`src/rtl/acb_consts.svh`:
```
`ifndef ACB_CONSTS_SVH
`define ACB_CONSTS_SVH

// ****************************************
// Reset values and channel codes
// ****************************************
`define ACB_CHAN_RESET      3'h0
`define ACB_THR_RESET       8'h99
`define ACB_CHAN_TEMP       3'h0
`define ACB_CHAN_REF        3'h7

// ****************************************
// Control byte and result layout
// ****************************************
`define ACB_BYTE_SEL_MSB    7
`define ACB_BYTE_SEL_LSB    3
`define ACB_BYTE_CHAN_MSB   2
`define ACB_BYTE_BITS       8
`define ACB_RESULT_BITS     10

// ****************************************
// Timing
// ****************************************
`define ACB_CLK_PERIOD_NS   10
`define ACB_CONV_ANA_NS     9000
`define ACB_CONV_TEMP_NS    27000
`define ACB_CONV_ANA_CYC    (`ACB_CONV_ANA_NS / `ACB_CLK_PERIOD_NS)
`define ACB_CONV_TEMP_CYC   (`ACB_CONV_TEMP_NS / `ACB_CLK_PERIOD_NS)

`endif

```
`src/rtl/acb_pkg.sv`:
```
`default_nettype none

`include "acb_consts.svh"

package acb_pkg;

	typedef enum logic [1:0] {
		ACB_IDLE  = 2'b00,
		ACB_CONV  = 2'b01,
		ACB_PDOWN = 2'b10
	} acb_conv_t;

	typedef struct packed {
		acb_conv_t  st;
		logic [11:0] cnt;
		logic [2:0]  chan;
		logic [2:0]  conv_chan;
		logic [7:0]  thr;
		logic [9:0]  result;
		logic [7:0]  sh_in;
		logic [3:0]  bits_in;
		logic [9:0]  sh_out;
		logic [3:0]  bits_out;
		logic        alarm_n;
		logic        sclk_d;
		logic        rw_d;
		logic        cs_d;
	} acb_state_t;

endpackage : acb_pkg

`default_nettype wire

```
`src/rtl/acb_sync.sv`:
```
`timescale 1ns/10ps
`default_nettype none

module acb_sync #(
	parameter int                 WIDTH     = 4,
	parameter logic [WIDTH-1:0]   RESET_VAL = '0
) (
	input  wire logic             ref_clk,
	input  wire logic             nrst,
	input  wire logic [WIDTH-1:0] async_in,
	output logic      [WIDTH-1:0] sync_out
);

	// ****************************************
	// Two-stage synchroniser, first stage private
	// ****************************************
	logic [WIDTH-1:0] meta_q;
	logic [WIDTH-1:0] sync_q;

	always_ff @(posedge ref_clk or negedge nrst) begin
		if (!nrst) begin
			meta_q <= RESET_VAL;
			sync_q <= RESET_VAL;
		end else begin
			meta_q <= async_in;
			sync_q <= meta_q;
		end
	end

	assign sync_out = sync_q;

endmodule : acb_sync

`default_nettype wire

```
`src/rtl/acb_top.sv`:
```
`timescale 1ns/10ps
`default_nettype none

`include "acb_consts.svh"

// Overview of operation
// - Host writes an 8-bit control byte; upper bits pick its target register.
// - Byte with five zero MSBs loads only its three LSBs as channel.
// - 3-bit channel: 001-100 analog inputs one to four, 111 bandgap reference.
// - Channel code 000 routes the converter to the temperature sensor.
// - Channel register resets to zero, selecting the temperature sensor.
// - Byte with any of five MSBs set loads whole byte as threshold.
// - After temperature conversion, result MSBs above threshold drive alarm low.
// - Alarm returns high after a read or a temperature below threshold.
// - Threshold resets to 153, an alarm temperature of 50 degrees.
// - Falling convert-start puts sampler in hold and starts conversion.
// - BUSY high 9 us for analog, 27 us for temperature sensor.
// - Conversion timed internally; serial clock only moves port data.
// - Sampler returns to track at the end of each conversion.
// - Data shifts out on falling and is sampled on rising serial clock.
// - Rising read/write select starts a read and releases the alarm.
// - Convert-start low at conversion end powers down until its rising edge.
module acb_top
	import acb_pkg::*;
#(
	parameter int CONV_ANA_CYC  = `ACB_CONV_ANA_CYC,
	parameter int CONV_TEMP_CYC = `ACB_CONV_TEMP_CYC
) (
	input  wire logic       ref_clk,
	input  wire logic       nrst,
	input  wire logic       conversion_start_n,
	input  wire logic       rd_wr_sel,
	input  wire logic       sclk,
	input  wire logic       sdio_in,
	output logic            sdio_out,
	output logic            sdio_oe,
	input  wire logic [9:0] adc_code,
	output logic            busy,
	output logic            overtemp_alarm_n,
	output logic            track_hold,
	output logic            power_down,
	output logic [2:0]      channel_select,
	output logic [3:0]      ain_sel,
	output logic            temp_sel,
	output logic            ref_sel
);

	import acb_pkg::*;

	// ****************************************
	// Constants
	// ****************************************
	localparam acb_state_t RESET_STATE = '{
		st:        ACB_IDLE,
		cnt:       12'h000,
		chan:      `ACB_CHAN_RESET,
		conv_chan: `ACB_CHAN_RESET,
		thr:       `ACB_THR_RESET,
		result:    10'h000,
		sh_in:     8'h00,
		bits_in:   4'h0,
		sh_out:    10'h000,
		bits_out:  4'h0,
		alarm_n:   1'b1,
		sclk_d:    1'b0,
		rw_d:      1'b0,
		cs_d:      1'b1
	};

	// ****************************************
	// Functions
	// ****************************************
	function automatic logic [3:0] ain_decode(input logic [2:0] code);
		logic [3:0] sel;
		sel = 4'h0;
		case (code)
			3'h1:    sel = 4'h1;
			3'h2:    sel = 4'h2;
			3'h3:    sel = 4'h4;
			3'h4:    sel = 4'h8;
			default: sel = 4'h0;
		endcase
		return sel;
	endfunction : ain_decode

	function automatic logic [11:0] conv_len(input logic [2:0] code);
		if (code == `ACB_CHAN_TEMP)
			return 12'(CONV_TEMP_CYC - 1);
		else
			return 12'(CONV_ANA_CYC - 1);
	endfunction : conv_len

	// ****************************************
	// Pin synchronisers
	// ****************************************
	logic [3:0] pins_s;
	logic       cs_s;
	logic       rw_s;
	logic       sclk_s;
	logic       din_s;

	// Link clock is sampled, not used as a clock: edges lag pins by ~3 cycles
	acb_sync #(
		.WIDTH     (4),
		.RESET_VAL (4'h8)
	) u_sync (
		.ref_clk  (ref_clk),
		.nrst     (nrst),
		.async_in ({conversion_start_n, rd_wr_sel, sclk, sdio_in}),
		.sync_out (pins_s)
	);

	assign cs_s   = pins_s[3];
	assign rw_s   = pins_s[2];
	assign sclk_s = pins_s[1];
	assign din_s  = pins_s[0];

	// ****************************************
	// State
	// ****************************************
	acb_state_t s_q;
	acb_state_t s_d;

	logic       sclk_rise;
	logic       sclk_fall;
	logic       rw_rise;
	logic       cs_fall;
	logic       cs_rise;
	logic [7:0] wr_byte;
	logic       wr_done;
	logic       conv_end;
	logic       temp_gt;
	logic       temp_lt;

	assign sclk_rise = sclk_s & ~s_q.sclk_d;
	assign sclk_fall = ~sclk_s & s_q.sclk_d;
	assign rw_rise   = rw_s & ~s_q.rw_d;
	assign cs_fall   = ~cs_s & s_q.cs_d;
	assign cs_rise   = cs_s & ~s_q.cs_d;
	assign wr_byte   = {s_q.sh_in[6:0], din_s};
	assign wr_done   = ~rw_s & sclk_rise & (s_q.bits_in == 4'h7);
	assign conv_end  = (s_q.st == ACB_CONV) && (s_q.cnt == 12'h000);
	assign temp_gt   = adc_code[9:2] > s_q.thr;
	assign temp_lt   = adc_code[9:2] < s_q.thr;

	always_comb begin
		s_d        = s_q;
		s_d.sclk_d = sclk_s;
		s_d.rw_d   = rw_s;
		s_d.cs_d   = cs_s;

		// Serial write, bits taken on rising clock
		if (rw_s) begin
			s_d.bits_in = 4'h0;
		end else if (sclk_rise) begin
			s_d.sh_in = wr_byte;
			if (s_q.bits_in == 4'h7) begin
				s_d.bits_in = 4'h0;
				// Upper five bits choose the register
				if (wr_byte[`ACB_BYTE_SEL_MSB:`ACB_BYTE_SEL_LSB] == 5'h00)
					s_d.chan = wr_byte[`ACB_BYTE_CHAN_MSB:0];
				else
					s_d.thr = wr_byte;
			end else begin
				s_d.bits_in = s_q.bits_in + 4'h1;
			end
		end

		// Serial read, MSB first, shifted on falling clock
		if (!rw_s) begin
			s_d.bits_out = 4'h0;
		end else if (rw_rise) begin
			s_d.sh_out   = s_q.result;
			s_d.bits_out = 4'ha;
		end else if (sclk_fall && s_q.bits_out != 4'h0) begin
			s_d.sh_out   = {s_q.sh_out[8:0], 1'b0};
			s_d.bits_out = s_q.bits_out - 4'h1;
		end

		// Read edge releases alarm; a same-cycle set below wins
		if (rw_rise)
			s_d.alarm_n = 1'b1;

		// Conversion sequencer on the internal clock
		case (s_q.st)
			ACB_IDLE: begin
				if (cs_fall) begin
					s_d.st        = ACB_CONV;
					s_d.conv_chan = s_q.chan;
					s_d.cnt       = conv_len(s_q.chan);
				end
			end
			ACB_CONV: begin
				if (s_q.cnt == 12'h000) begin
					s_d.result = adc_code;
					// Still-low start means power down as BUSY falls
					s_d.st     = cs_s ? ACB_IDLE : ACB_PDOWN;
					if (s_q.conv_chan == `ACB_CHAN_TEMP) begin
						if (temp_gt)
							s_d.alarm_n = 1'b0;
						else if (temp_lt)
							s_d.alarm_n = 1'b1;
					end
				end else begin
					s_d.cnt = s_q.cnt - 12'h001;
				end
			end
			ACB_PDOWN: begin
				if (cs_rise)
					s_d.st = ACB_IDLE;
			end
			default: begin
				s_d.st = ACB_IDLE;
			end
		endcase
	end

	always_ff @(posedge ref_clk or negedge nrst) begin
		if (!nrst)
			s_q <= RESET_STATE;
		else
			s_q <= s_d;
	end

	// ****************************************
	// Outputs
	// ****************************************
	assign busy             = (s_q.st == ACB_CONV);
	assign track_hold       = (s_q.st == ACB_CONV);
	assign power_down       = (s_q.st == ACB_PDOWN);
	assign overtemp_alarm_n = s_q.alarm_n;
	assign sdio_out         = s_q.sh_out[9];
	assign sdio_oe          = rw_s & (s_q.bits_out != 4'h0);
	// Mux follows the live register; a mid-conversion change is the host's risk
	assign channel_select   = s_q.chan;
	assign ain_sel          = ain_decode(s_q.chan);
	assign temp_sel         = (s_q.chan == `ACB_CHAN_TEMP);
	assign ref_sel          = (s_q.chan == `ACB_CHAN_REF);

	// ****************************************
	// Assertions
	// ****************************************
	logic [11:0] busy_len_q;

	always_ff @(posedge ref_clk or negedge nrst) begin
		if (!nrst)
			busy_len_q <= 12'h000;
		else
			busy_len_q <= busy ? busy_len_q + 12'h001 : 12'h000;
	end

	property p_busy_len;
		@(posedge ref_clk) disable iff (!nrst)
		$fell(busy) |-> busy_len_q == ((s_q.conv_chan == `ACB_CHAN_TEMP) ?
			12'(CONV_TEMP_CYC) : 12'(CONV_ANA_CYC));
	endproperty
	a_busy_len: assert property (p_busy_len) else $error("busy length wrong");

	property p_chan_load;
		@(posedge ref_clk) disable iff (!nrst)
		wr_done && wr_byte[7:3] == 5'h00 |=> channel_select == $past(wr_byte[2:0]);
	endproperty
	a_chan_load: assert property (p_chan_load) else $error("channel not loaded");

	property p_thr_load;
		@(posedge ref_clk) disable iff (!nrst)
		wr_done && wr_byte[7:3] != 5'h00 |=> s_q.thr == $past(wr_byte) && $stable(s_q.chan);
	endproperty
	a_thr_load: assert property (p_thr_load) else $error("threshold not loaded");

	property p_alarm_set;
		@(posedge ref_clk) disable iff (!nrst)
		conv_end && s_q.conv_chan == `ACB_CHAN_TEMP && temp_gt |=> !overtemp_alarm_n;
	endproperty
	a_alarm_set: assert property (p_alarm_set) else $error("alarm not set");

	property p_alarm_release;
		@(posedge ref_clk) disable iff (!nrst)
		rw_rise && !conv_end |=> overtemp_alarm_n;
	endproperty
	a_alarm_release: assert property (p_alarm_release) else $error("alarm not released");

	property p_start_hold;
		@(posedge ref_clk) disable iff (!nrst)
		cs_fall && s_q.st == ACB_IDLE |=> track_hold && busy ##1 busy;
	endproperty
	a_start_hold: assert property (p_start_hold) else $error("no hold at start");

	property p_end_track;
		@(posedge ref_clk) disable iff (!nrst)
		$fell(busy) |-> !track_hold && s_q.result == $past(adc_code);
	endproperty
	a_end_track: assert property (p_end_track) else $error("no track at end");

	property p_pdown;
		@(posedge ref_clk) disable iff (!nrst)
		conv_end && !cs_s |=> power_down until cs_rise;
	endproperty
	a_pdown: assert property (p_pdown) else $error("power down wrong");

	property p_read_msb;
		@(posedge ref_clk) disable iff (!nrst)
		rw_rise |=> sdio_oe && sdio_out == $past(s_q.result[9]);
	endproperty
	a_read_msb: assert property (p_read_msb) else $error("read msb wrong");

	property p_chan_stable;
		@(posedge ref_clk) disable iff (!nrst)
		!wr_done |=> $stable(channel_select);
	endproperty
	a_chan_stable: assert property (p_chan_stable) else $error("channel changed");

endmodule : acb_top

`default_nettype wire

```
`config.mk`:
```
export PLATFORM = sky130hd
export DESIGN_NAME = acb_top
export DESIGN_NICKNAME = d
export VERILOG_FILES = /design/src/rtl/acb_pkg.sv /design/src/rtl/acb_sync.sv /design/src/rtl/acb_top.sv
export VERILOG_INCLUDE_DIRS = /design/src /design/src/rtl
export SDC_FILE = /design/constraint.sdc
export NUM_CORES = 1
export LEC_CHECK = 0
export ABC_AREA = 1
export BUFFER_PORTS_ARGS = -buffer_cell sky130_fd_sc_hd__buf_2
export CAP_MARGIN = 10
export CORE_ASPECT_RATIO = 0.75
export CORE_MARGIN = 2
export CORE_UTILIZATION = 60
export CTS_BUF_LIST = sky130_fd_sc_hd__clkbuf_2 sky130_fd_sc_hd__clkbuf_4 sky130_fd_sc_hd__clkbuf_8
export DETAILED_ROUTE_END_ITERATION = 8
export GPL_ROUTABILITY_DRIVEN = 0
export GPL_TIMING_DRIVEN = 0
export PLACE_DENSITY = 0.92
export SLEW_MARGIN = 0
export SYNTH_ARGS = -nofsm -noshare
export SYNTH_HDL_FRONTEND = slang
export SYNTH_SLANG_ARGS = --single-unit
```
`constraint.sdc`:
```
create_clock -name ref_clk -period 2.5 [get_ports ref_clk]
set_clock_uncertainty 0.1 [all_clocks]
set_input_delay 0.5 -clock ref_clk [delete_from_list [all_inputs] [get_ports ref_clk]]
set_output_delay 0.5 -clock ref_clk [all_outputs]
set_load 0.005 [all_outputs]
```
==> run_results.csv <==
group,metric,value,unit
status,outcome,"finished clean",
route,num_vias,2867,
logic_synthesis,yosysMostFrequentCell,"nand2_1",
die,dieHeight,71.4,um
logic_synthesis,ys_ff_latch,75,
placement,port-buffer-count,30,
logic_synthesis,synthTopCellsByCount,"nand2_1, dfrtp_1, inv_1",
global_route,grt_pass1_wl,12200,um
clocking,clkLatencyLatePin,0.35,ns
clocking,clk_pin_slew,0.07,ns
global_route,grt_max_degree,76,
logic_synthesis,synth_area_per_cell,8.73,um2
route,postRouteAntennaNets,0,
power,powerDensity,922,nW/um2
die,io_pins,31,
timing,hold_violations,0,
die,die-area,6710,um2
clocking,cts_tree,"done",
global_route,grt-ovfl-total,0,
die,core_region_area,5830,um2
job,drv_cap,0,
route,wl_met2,3570,um
critical_path,path_class,"register to output port",
clocking,post_cts_resized,0,
logic_synthesis,yosysTopAreaCellShare,0.461,
finish,area_growth,11.9,%
timing,setup_ws,0.542,ns
route,routed.top_layer,"met4",
clocking,htree_levels,3,
logic_synthesis,yosysSeqAreaShare,0.519,
clocking,ctsLongestPathBuffers,2,
power,p_leak,0.00197,uW
clocking,cts.sinks,75,
logic_synthesis,synth.area.top_cells,"dfrtp_1, nand2_1, dfstp_2",
route,post-route-drc-count,0,
die,start_util,0.625,
timing,hold_ws,0.149,ns
worst_hold_path,hp-class,"primary input to register",
power,peakVddDrop,0.462,mV
critical_path,slowest_stage,"dfrtp_1",
logic_synthesis,synth_area,3640,um2
finish,layout.nets,486,
global_route,grt_pass1_vias,2775,
route,drt_iter0_drc,150,
timing,worstMarginPinSlew,0.897,ns
critical_path,crit_path_max_fanout,7,
die,die_w,93.9,um
global_route,antenna_found_initial,0,
finish,layout-drive-gt1-share,0.218,
placement,hpwl,5090,um
critical_path,crit_required,1.90,ns
critical_path,cp.arrival,1.36,ns
timing,setup-violations-final,0,
logic_synthesis,synth_cells,417,
logic_synthesis,yosysUniqueCellTypes,33,
critical_path,critical-path-top-delay-family,"flip-flops",
critical_path,cp-start-kind,"register",
timing,fin_crit,1.96,ns
critical_path,slowest_delay,0.45,ns
timing,fmax,0.511,GHz
clocking,cts_made_buffers,9,
clocking,root_buffer,"clkbuf_8",
logic_synthesis,synthFlopType,"dfrtp_1",
timing,setup_tns,0,ns
route,viasPerCell,5.30,
route,drt-total-wl,7080,um
logic_synthesis,synth.net_count,445,
logic_synthesis,synth_warnings,0,
logic_synthesis,synth_top_area_cell,"dfrtp_1",
global_route,grt_use_total,0.232,
route,dr.pass1.iters,4,
finish,fin_cells,541,
logic_synthesis,synthArstFlopShare,1.00,
critical_path,timing.critical_path.cells,"nor3_1, buf_2",
die,row_count,24,
timing,post-route-period-util,0.783,
critical_path,critPathCaptureType,"output port",
route,met3WireLength,294,um
route,met1Wirelength,3120,um
placement,dp_cells,525,
finish,num_antenna_cells,0,
timing,rsz0062_at_grt,"no",
logic_synthesis,synth-edff-count,0,
timing,final_max_slew_viol_count,0,
finish,final_util,0.699,
route,routedWlPerCell,13.1,um
clocking,cts-hold-fix-buffers,0,
clocking,post_cts_buffers,0,
timing,max_slew_margin,0.402,
placement,dp_slack,0.633,ns
critical_path,worst-path-buf-inv,1,
[registers in the layout (all words and copies together) (netlist names)]
| signal | count |
|---|---|
| u_sync.sync_out | 4 |
| overtemp_alarm_n | 1 |
| u_sync.meta_q | 4 |
| channel_select | 3 |
| s_q | 62 |
| sdio_out | 1 |
[per-stage QoR]
stage / instance area (um2) / total power (uW)
after floorplan: 3640 / 2600
after global placement: 3890 / 2830
after detailed placement: 3890 / 2910
after CTS: 4070 / 3770
after global routing: 4070 / 4020
final: 4070 / 3750
[placed cells by master, fill, tap and decap left out, types with 10 or more instances in the layout]
cell type  count
clkbuf_8      11
nand2_1      112
o21ai_2       13
nand3_1       29
ha_1          12
dfrtp_1       67
o21ai_0       27
inv_1         45
buf_2         34
nor2_1        28
a31oi_1       10
[cell type report]
class / instances / area, um2
Clock inverter: 2 / 10.0
Inverter: 49 / 186
Buffer: 14 / 104
Clock buffer: 14 / 174
Multi-Input combinational cell: 279 / 1460
Tap cell: 78 / 97.6
Sequential cell: 75 / 1890
Fill cell: 441 / 1750
Timing Repair Buffer: 30 / 153
[final timing paths]
check	start	to	slack, ns	cells after the start
worst max-delay path	channel_select[2]	temp_sel	0.54	2
worst min-delay path	conversion_start_n	u_sync.meta_q[3]	0.15	1
worst max register to register	s_q[54]	overtemp_alarm_n	0.61	9
worst min register to register	u_sync.meta_q[0]	u_sync.sync_out[0]	0.25	0
max in group asynchronous	nrst	s_q[32]	1.53	1
min in group asynchronous	nrst	s_q[18]	0.17	1
[cells by family after synthesis]
group           Yosys count  synth area share
compound gates           64             0.108
xor+xnor                  5            0.0120
fa+ha+maj                12            0.0413
buf+inv                  63            0.0798
flops                    75             0.519
simple gates            198             0.241
[where the power goes]
part	internal (uW)	switching [uW]	leakage [uW]	total, uW
clock	445	410	0.000101	855
sequential	1470	193	0.000889	1660
combinational	474	764	0.000979	1240
[routing by layer]
| metal | global-route usage | vias up |
|---|---|---|
| li1 | - | 1420 |
| met1 | 0.292 | 1379 |
| met5 | 0 | - |
| met2 | 0.386 | 58 |
| met4 | 0.0837 | 0 |
| met3 | 0.0715 | 10 |
No activity file was read; power rests on OpenSTA's default activity.
